==> src/verilog/nvm_protect_pkg.sv <==
/*
  Constants, types and decode helpers for the protection configuration block.
  Assumes a 32-bit AXI4-Lite bus with 24-bit byte addresses; each printed
  offset is a word index and the byte address is four times it.
*/
`default_nettype none
package nvm_protect_pkg;
  localparam int          AXI_ADDR_W = 24;
  localparam int          WORD_W     = 16;
  localparam int          N_WORDS    = 3;
  localparam int          N_BLOCKS   = 4;

  // Word indices as printed; byte address is the index times four
  localparam logic [21:0] IDX_WP  = 22'h300006;
  localparam logic [21:0] IDX_CP  = 22'h300008;
  localparam logic [21:0] IDX_RP  = 22'h30000a;
  localparam logic [21:0] IDX_REV = 22'h3ffffc;
  localparam logic [21:0] IDX_DEV = 22'h3ffffe;

  localparam int LVP_BIT   = 13;
  localparam int SCAN_BIT  = 12;
  localparam int EE_BIT    = 10;
  localparam int BOOT_BIT  = 9;
  localparam int CFG_BIT   = 8;
  localparam int CPD_BIT   = 1;
  localparam int CP_BIT    = 0;
  localparam int BTR_BIT   = 9;
  localparam int MAJ_LSB   = 6;
  localparam int FAM_LSB   = 12;

  // Implemented bits; erased (unprogrammed) state is all implemented bits high
  localparam logic [15:0] WP_MASK = 16'h370f;
  localparam logic [15:0] CP_MASK = 16'h0003;
  localparam logic [15:0] RP_MASK = 16'h020f;
  localparam logic [47:0] ERASED  = {RP_MASK, CP_MASK, WP_MASK};

  localparam logic [1:0] RESP_OKAY   = 2'h0;
  localparam logic [1:0] RESP_SLVERR = 2'h2;

  typedef enum logic [2:0] {
    A_WP = 3'h0, A_CP = 3'h1, A_RP = 3'h2, A_REV = 3'h3, A_DEV = 3'h4, A_NONE = 3'h7
  } addr_code_t;

  typedef enum logic [2:0] {
    RG_EEPROM = 3'h0, RG_BOOT = 3'h1, RG_CONFIG = 3'h2, RG_OTHER = 3'h3,
    RG_BLOCK0 = 3'h4, RG_BLOCK1 = 3'h5, RG_BLOCK2 = 3'h6, RG_BLOCK3 = 3'h7
  } region_t;

  // Gray sequence along the load path
  typedef enum logic [2:0] {
    ST_LOAD0 = 3'h0, ST_LOAD1 = 3'h1, ST_LOAD2 = 3'h3, ST_LOAD3 = 3'h2, ST_READY = 3'h6
  } load_state_t;

  function automatic addr_code_t decodeAddr(input logic [AXI_ADDR_W-1:0] a);
    if (a == {IDX_WP, 2'h0})       decodeAddr = A_WP;
    else if (a == {IDX_CP, 2'h0})  decodeAddr = A_CP;
    else if (a == {IDX_RP, 2'h0})  decodeAddr = A_RP;
    else if (a == {IDX_REV, 2'h0}) decodeAddr = A_REV;
    else if (a == {IDX_DEV, 2'h0}) decodeAddr = A_DEV;
    else                           decodeAddr = A_NONE;
  endfunction

  function automatic logic [15:0] maskOf(input logic [1:0] idx);
    case (idx)
      2'h0:    maskOf = WP_MASK;
      2'h1:    maskOf = CP_MASK;
      2'h2:    maskOf = RP_MASK;
      default: maskOf = 16'h0000;
    endcase
  endfunction
endpackage
`default_nettype wire

==> src/verilog/config_word_store.sv <==
/*
  Small word store standing in for the non-volatile configuration words.
  Assumes one writer and one reader per cycle; read data are registered.
*/
`default_nettype none
module config_word_store #(
  parameter int                   WORDS  = 3,
  parameter int                   W      = 16,
  parameter logic [WORDS*W-1:0]   ERASE  = '1
) (
  input  wire logic                     clk,
  input  wire logic                     reset_n,
  input  wire logic                     wrEn,
  input  wire logic [1:0]               wrIdx,
  input  wire logic [W-1:0]             wrData,
  input  wire logic [1:0]               rdIdx,
  output logic      [W-1:0]             rdData
);
  if (WORDS < 1 || WORDS > 4 || W < 1) begin : g_check
    $error("config_word_store: WORDS must be 1..4 and W positive");
  end

  logic [W-1:0] cells [WORDS];

  // Reset models the erased array; a real part keeps contents across resets
  for (genvar i = 0; i < WORDS; i++) begin : g_cell
    always_ff @(posedge clk or negedge reset_n) begin
      if (!reset_n) begin
        cells[i] <= ERASE[i*W +: W];
      end else if (wrEn && wrIdx == 2'(i)) begin
        cells[i] <= wrData;
      end
    end
  end

  always_ff @(posedge clk or negedge reset_n) begin
    if (!reset_n) begin
      rdData <= '0;
    end else if (int'(rdIdx) < WORDS) begin
      rdData <= cells[rdIdx];
    end else begin
      rdData <= '0;
    end
  end
endmodule
`default_nettype wire

==> src/verilog/nvm_protection_config.sv <==
/*
  Protection configuration decoder with AXI4-Lite register access.
  Assumes a programmer port and memory controller on the same clock, and
  that requests are only meaningful once cfgReady is high.
*/
`default_nettype none
module nvm_protection_config #(
  parameter logic [15:0] PART_ID     = 16'h5a3c, // Arbitrary value
  parameter logic [3:0]  FAMILY_CODE = 4'h6,     // Arbitrary value
  parameter logic [5:0]  MAJOR_REV   = 6'h01,    // Arbitrary value
  parameter logic [5:0]  MINOR_REV   = 6'h02     // Arbitrary value
) (
  input  wire logic                              ref_clk,
  input  wire logic                              reset_n,
  input  wire logic                              awvalid,
  output logic                                   awready,
  input  wire logic [nvm_protect_pkg::AXI_ADDR_W-1:0] awaddr,
  input  wire logic [2:0]                        awprot,
  input  wire logic                              wvalid,
  output logic                                   wready,
  input  wire logic [31:0]                       wdata,
  input  wire logic [3:0]                        wstrb,
  output logic                                   bvalid,
  input  wire logic                              bready,
  output logic      [1:0]                        bresp,
  input  wire logic                              arvalid,
  output logic                                   arready,
  input  wire logic [nvm_protect_pkg::AXI_ADDR_W-1:0] araddr,
  input  wire logic [2:0]                        arprot,
  output logic                                   rvalid,
  input  wire logic                              rready,
  output logic      [31:0]                       rdata,
  output logic      [1:0]                        rresp,
  input  wire logic                              lvpSession,
  input  wire logic                              progWrEn,
  input  wire logic [1:0]                        progWrIndex,
  input  wire logic [15:0]                       progWrData,
  input  wire logic                              masterClearPinEnable,
  input  wire logic                              scannerModuleDisable,
  input  wire logic                              memWrReq,
  input  wire nvm_protect_pkg::region_t          memWrRegion,
  input  wire logic                              tblRdReq,
  input  wire nvm_protect_pkg::region_t          tblRdTarget,
  input  wire nvm_protect_pkg::region_t          tblRdSource,
  output logic                                   cfgReady,
  output logic                                   masterClearActive,
  output logic                                   hvProgRequired,
  output logic                                   scannerRun,
  output logic                                   dataCodeProtected,
  output logic                                   progCodeProtected,
  output logic                                   memWrGrant,
  output logic                                   memWrDeny,
  output logic                                   tblRdGrant,
  output logic                                   tblRdDeny
);
  import nvm_protect_pkg::*;

  load_state_t  state;
  logic [15:0]  wpWord;
  logic [15:0]  cpWord;
  logic [15:0]  rpWord;
  logic [15:0]  storeRd;
  logic [1:0]   rdIdx;
  logic         awHeld;
  logic         wHeld;
  logic [23:0]  awAddrQ;
  logic [15:0]  wDataQ;
  logic [1:0]   wStrbQ;
  addr_code_t   awCode;
  logic         doWrite;
  logic         busOk;
  logic [15:0]  busBase;
  logic [15:0]  busMask;
  logic [15:0]  busNew;
  logic [15:0]  progNew;
  logic         stWrEn;
  logic [1:0]   stWrIdx;
  logic [15:0]  stWrData;
  logic         stReady;

  function automatic logic wrAllowed(input region_t rg, input logic [15:0] wp);
    case (rg)
      RG_EEPROM: wrAllowed = wp[EE_BIT];
      RG_BOOT:   wrAllowed = wp[BOOT_BIT];
      RG_CONFIG: wrAllowed = wp[CFG_BIT];
      RG_OTHER:  wrAllowed = 1'b1;
      default:   wrAllowed = wp[rg[1:0]];
    endcase
  endfunction

  // Reads from inside the target block are refused only before the words are loaded
  function automatic logic rdAllowed(input region_t tg, input region_t src,
                                     input logic [15:0] rp);
    if (tg == src)                 rdAllowed = 1'b1;
    else if (tg == RG_BOOT)        rdAllowed = rp[BTR_BIT];
    else if (tg[2])                rdAllowed = rp[tg[1:0]];
    else                           rdAllowed = 1'b1;
  endfunction

  assign stReady = (state == ST_READY);

  // ****************************************************************
  // Load of the configuration words after reset
  // ****************************************************************
  always_comb begin
    case (state)
      ST_LOAD0: rdIdx = 2'h0;
      ST_LOAD1: rdIdx = 2'h1;
      default:  rdIdx = 2'h2;
    endcase
  end

  always_ff @(posedge ref_clk or negedge reset_n) begin
    if (!reset_n) begin
      state <= ST_LOAD0;
    end else begin
      case (state)
        ST_LOAD0: state <= ST_LOAD1;
        ST_LOAD1: state <= ST_LOAD2;
        ST_LOAD2: state <= ST_LOAD3;
        ST_LOAD3: state <= ST_READY;
        ST_READY: state <= ST_READY;
        default:  state <= ST_LOAD0;
      endcase
    end
  end

  config_word_store #(
    .WORDS (N_WORDS),
    .W     (WORD_W),
    .ERASE (ERASED)
  ) u_store (
    .clk     (ref_clk),
    .reset_n (reset_n),
    .wrEn    (stWrEn),
    .wrIdx   (stWrIdx),
    .wrData  (stWrData),
    .rdIdx   (rdIdx),
    .rdData  (storeRd)
  );

  // ****************************************************************
  // Write merge and protection of the configuration words
  // ****************************************************************
  assign awCode  = decodeAddr(awAddrQ);
  assign doWrite = awHeld && wHeld && !bvalid && !progWrEn;

  always_comb begin
    busMask = {{8{wStrbQ[1]}}, {8{wStrbQ[0]}}};
    case (awCode)
      A_WP:    busBase = wpWord;
      A_RP:    busBase = rpWord;
      default: busBase = 16'h0000;
    endcase
    busMask = busMask & maskOf(awCode[1:0]);
    busNew  = (busBase & ~busMask) | (wDataQ & busMask);
    if (awCode == A_WP && lvpSession && wpWord[LVP_BIT]) begin
      busNew[LVP_BIT] = 1'b1;
    end
    // Code-protect word is read-only to software
    busOk = (awCode == A_WP || awCode == A_RP) && wpWord[CFG_BIT];
    progNew = progWrData & maskOf(progWrIndex);
    if (progWrIndex == 2'h0 && lvpSession && wpWord[LVP_BIT]) begin
      progNew[LVP_BIT] = 1'b1;
    end
    stWrEn   = stReady && (progWrEn || (doWrite && busOk));
    stWrIdx  = progWrEn ? progWrIndex : awCode[1:0];
    stWrData = progWrEn ? progNew : busNew;
  end

  always_ff @(posedge ref_clk or negedge reset_n) begin
    if (!reset_n) begin
      wpWord <= WP_MASK;
      cpWord <= CP_MASK;
      rpWord <= RP_MASK;
    end else if (state == ST_LOAD1) begin
      wpWord <= storeRd;
    end else if (state == ST_LOAD2) begin
      cpWord <= storeRd;
    end else if (state == ST_LOAD3) begin
      rpWord <= storeRd;
    end else if (stWrEn) begin
      case (stWrIdx)
        2'h0:    wpWord <= stWrData;
        2'h1:    cpWord <= stWrData;
        2'h2:    rpWord <= stWrData;
        default: wpWord <= wpWord;
      endcase
    end
  end

  // ****************************************************************
  // AXI4-Lite write channel
  // ****************************************************************
  always_ff @(posedge ref_clk or negedge reset_n) begin
    if (!reset_n) begin
      awHeld  <= 1'b0;
      wHeld   <= 1'b0;
      awAddrQ <= 24'h000000;
      wDataQ  <= 16'h0000;
      wStrbQ  <= 2'h0;
      awready <= 1'b0;
      wready  <= 1'b0;
      bvalid  <= 1'b0;
      bresp   <= RESP_OKAY;
    end else begin
      if (awvalid && awready) begin
        awHeld  <= 1'b1;
        awAddrQ <= awaddr;
      end else if (doWrite) begin
        awHeld <= 1'b0;
      end
      if (wvalid && wready) begin
        wHeld  <= 1'b1;
        wDataQ <= wdata[15:0];
        wStrbQ <= wstrb[1:0];
      end else if (doWrite) begin
        wHeld <= 1'b0;
      end
      awready <= stReady && !awHeld && !(awvalid && awready) && !bvalid;
      wready  <= stReady && !wHeld && !(wvalid && wready) && !bvalid;
      if (doWrite) begin
        bvalid <= 1'b1;
        bresp  <= busOk ? RESP_OKAY : RESP_SLVERR;
      end else if (bready) begin
        bvalid <= 1'b0;
      end
    end
  end

  // ****************************************************************
  // AXI4-Lite read channel
  // ****************************************************************
  always_ff @(posedge ref_clk or negedge reset_n) begin
    if (!reset_n) begin
      arready <= 1'b0;
      rvalid  <= 1'b0;
      rdata   <= 32'h00000000;
      rresp   <= RESP_OKAY;
    end else begin
      arready <= stReady && !rvalid && !(arvalid && arready);
      if (arvalid && arready) begin
        rvalid <= 1'b1;
        rresp  <= RESP_OKAY;
        case (decodeAddr(araddr))
          A_WP:    rdata <= {16'h0000, wpWord};
          A_CP:    rdata <= {16'h0000, cpWord};
          A_RP:    rdata <= {16'h0000, rpWord};
          A_REV:   rdata <= {16'h0000, FAMILY_CODE, MAJOR_REV, MINOR_REV};
          A_DEV:   rdata <= {16'h0000, PART_ID};
          default: begin
            rdata <= 32'h00000000;
            rresp <= RESP_SLVERR;
          end
        endcase
      end else if (rready) begin
        rvalid <= 1'b0;
      end
    end
  end

  // ****************************************************************
  // Decoded protection outputs
  // ****************************************************************
  always_ff @(posedge ref_clk or negedge reset_n) begin
    if (!reset_n) begin
      cfgReady          <= 1'b0;
      masterClearActive <= 1'b1;
      hvProgRequired    <= 1'b0;
      scannerRun        <= 1'b0;
      dataCodeProtected <= 1'b1;
      progCodeProtected <= 1'b1;
    end else begin
      cfgReady          <= stReady;
      masterClearActive <= wpWord[LVP_BIT] | masterClearPinEnable;
      hvProgRequired    <= !wpWord[LVP_BIT];
      scannerRun        <= wpWord[SCAN_BIT] && !scannerModuleDisable;
      // Held protected until the words are loaded
      dataCodeProtected <= !stReady || !cpWord[CPD_BIT];
      progCodeProtected <= !stReady || !cpWord[CP_BIT];
    end
  end

  // Nothing is granted until the words are loaded
  always_ff @(posedge ref_clk or negedge reset_n) begin
    if (!reset_n) begin
      memWrGrant <= 1'b0;
      memWrDeny  <= 1'b0;
      tblRdGrant <= 1'b0;
      tblRdDeny  <= 1'b0;
    end else begin
      memWrGrant <= memWrReq && stReady && wrAllowed(memWrRegion, wpWord);
      memWrDeny  <= memWrReq && !(stReady && wrAllowed(memWrRegion, wpWord));
      tblRdGrant <= tblRdReq && stReady && rdAllowed(tblRdTarget, tblRdSource, rpWord);
      tblRdDeny  <= tblRdReq && !(stReady && rdAllowed(tblRdTarget, tblRdSource, rpWord));
    end
  end
endmodule
`default_nettype wire

==> config.mk <==
export PLATFORM = sky130hd
export DESIGN_NAME = nvm_protection_config
export DESIGN_NICKNAME = d
export VERILOG_FILES = /design/src/verilog/nvm_protect_pkg.sv /design/src/verilog/config_word_store.sv /design/src/verilog/nvm_protection_config.sv
export SDC_FILE = /design/constraint.sdc
export NUM_CORES = 1
export LEC_CHECK = 0
export BUFFER_PORTS_ARGS = -buffer_cell sky130_fd_sc_hd__clkbuf_2
export CORE_ASPECT_RATIO = 1.2
export CORE_MARGIN = 5
export CORE_UTILIZATION = 30
export DETAILED_ROUTE_END_ITERATION = 7
export GPL_TIMING_DRIVEN = 0
export PLACE_DENSITY = 0.5
export REMOVE_ABC_BUFFERS = 1
export SLEW_MARGIN = 5
export SYNTH_ARGS = -nofsm -noshare
export SYNTH_HDL_FRONTEND = slang
export SYNTH_HIERARCHICAL = 1
export SYNTH_SLANG_ARGS = --single-unit
==> constraint.sdc <==
create_clock -name ref_clk -period 5.1 [get_ports ref_clk]
set_input_delay 1.02 -clock ref_clk [delete_from_list [all_inputs] [get_ports ref_clk]]
set_output_delay 1.02 -clock ref_clk [all_outputs]
set_load 0.05 [all_outputs]
==> impl_metrics.toml <==
[finish]
n_antenna_cell = 0
final_net_count = 1035
final_common_cell = "dfrtp_1"
drive_gt1_share_pct = 34.64
final_util_pct = 35.60
syn_to_final_growth_pct = 17.54
final_cell_mix = "dfrtp_1, clkbuf_2, mux2_2, nand2_1, a21oi_1"

[setup_path]
r2r_start = "awAddrQ[16]"
arrival_ns = 4.17
crit_path_start = "progWrEn"
crit_slowest_cell = "nor3b_4"
path_buf_inv = 1
cp_common_cell = "nor2_1"
rr_worst_depth = 6
r2r_end = "u_store/cells[43]"
cp_top_family = "simple AND/OR/NAND/NOR gates"
crit_fanout = 47
rrSetupSlack_ns = 1.67
startpoint_type = "primary input"
critPathKind = "in2reg"
end_kind = "register"
critPathRequiredTime_ns = 5.41
slowest_delay_ns = 0.90
cp_cell_sequence = "clkbuf_2 > nor2_1 > nand4_1 > nor4_4 > nor2_1 > nor2_1 > nor3b_4 > mux2_2"

[detailed_routing]
route.detailed.drc = 0
wl_per_cell_um = 18.55
first_iter_violations = 492
num_vias = 6578
viasPerCell = 5.029
ant_nets = 0
drt-total-wl_um = 24260
drtPass1Iterations = 5

[timing]
finalHoldViolations = 0
fin_skew_ns = 0.01028
slew_headroom_pct = 12.73
max_freq_ghz = 0.2591
maxSlewViolCount = 0
fin_crit_sh_pct = 75.69
rsz0062_at_grt = "false"
period_minus_slack_ns = 3.860
setup_viol = 0
tightest_slew_ns = 1.302

[synthesis]
synth-main-ff-cell = "dfrtp_1"
synth_edf_count = 0
synth_largest_area_cell = "dfrtp_1"
synthTopCellsByArea = "dfrtp_1, mux2_2, dfstp_2"
seq_area_frac_synth_pct = 52.41
yosys.area.top_type_share_pct = 42.10
async_reset_ff_share_pct = 100.0
synthesis.area_sq_mm = 0.008916
ys_ff_latch = 185
syn_inst = 797
yosysWarningCount = 6
synth.avg_cell_area_sq_um = 11.19
synth_cell_types = 68

[power_and_ir_drop]
p_per_area_mw_per_mm2 = 375.3
p_clk_share_pct = 33.5
netSwitchingFraction_pct = 29.63
p_total_w = 0.003933
ir_drop_mv = 0.2228
comb_power_share_pct = 16.7
seq_power_share_pct = 49.9
power.internal_w = 0.002768
leakage_nw = 4.612
p_sw_w = 0.001165

[run]
drv_cap = 0

[clock_tree]
cts_max_path_buffers = 2
cts_root_buf = "clkbuf_16"
clk_pin_slew_ns = 0.07
hold_buffers = 0
post_cts_resized = 0
cts.sink_count = 185
clock_latency_ns = 0.43
cts_tree = "yes"
cts_made_buffers = 17
cts_setup_buffers = 0
cts_max_level = 4

[grt]
antenna_found_initial = 0
grt_pass1_vias = 6745
overflow = 0
grt_util_all_layers_pct = 14.61
grt_pass1_wl_um = 38520
grt_max_degree = 102

[floorplanning]
die_h_um = 198.9
initial_core_util_pct = 30.29
fp.dieW_um = 167.4
rows = 69
top_level_ports = 181
die_area_sq_mm = 0.03328
coreArea_sq_mm = 0.02944

[placement]
io_buffers = 124
place_congestion = 0.8019
hpwl_um = 17480

[hold_path]
hold_class = "in2async"

[outcome]
run_status = "completed"
layout make-up:
cell class,instances,area (sq um)
well taps,390,488.0
clock inverters,12,143.9
fillers,2938,18960
flip-flops and latches,185,4673
repair buffers,129,730.7
inverters,14,52.55
multi-input cells,558,3945
clock buffers,20,446.7
sequential cells by signal, summed over array words and instances, names as in the netlist, 9 cells and up, named ones only:
name            count
u_store/rdData     16
cpWord             16
wDataQ              9
wpWord             16
u_store/cells      48
rpWord             16
awAddrQ            24
rdata              16
layer usage:
layer,wire (um),GRT usage (%)
met3,983,2.524
met2,12320,25.64
met5,0,0
met4,542,5.262
met1,10410,18.17
power groups by stage:
stage / registers (W) / logic (W) / clock network [W]
after floorplan: 0.00199 / 0.000400 / 0
final: 0.00196 / 0.000655 / 0.00132
after detailed placement: 0.00199 / 0.000662 / 0
after global routing: 0.00200 / 0.000721 / 0.00142
after global placement: 0.00198 / 0.000649 / 0
after CTS: 0.00196 / 0.000664 / 0.00136
cells by family (layout without fill, tap and decap cells):
family	after synthesis	after routing	share of synthesized area, %
compound gates	190	190	14.66
xor+xnor	1	1	0.09825
buf+inv	71	175	4.322
simple gates	230	230	13.60
other cells	1	18	0.04206
flops	185	185	52.41
mux	119	119	14.86
cells in the mapped netlist, drive strengths merged (7+ instances only):
master   number
a22oi        13
o21ai        46
mux2i        21
inv          14
buf          35
clkbuf       22
o31ai         7
mux2         97
o2bb2ai      16
dfrtp       150
nor2b        12
nor2         37
nor4         15
nand2        83
nand3        13
a221o        11
nor3         28
dfstp        35
a222oi        9
a21oi        50
nand4        11
how the worst max path moves through the flow:
stage,endpoint,slack [ns],cells past startpoint
finish,u_store/cells[43],1.24,8
global route,wpWord[3],0.97,8
CTS,u_store/cells[43],1.21,8
detailed placement,u_store/cells[43],0.75,8
global placement,rdata[6],-0.66,1
floorplan,u_store/rdData[0],1.90,4
per-stage QoR:
step,hold WS (ns),worst slack (ns),area (sq um),TNS [ns],instances
after floorplan,0.4277,1.904,8647,0,757
final,0.4501,1.240,10480,0,1308
after detailed placement,0.4387,0.7450,9889,0,1276
after global routing,0.4418,0.9663,10480,0,1308
after CTS,0.4305,1.212,10480,0,1308
after global placement,0.4463,-0.6565,9756,-94.34,1271
(Power assumes the default switching activity.)
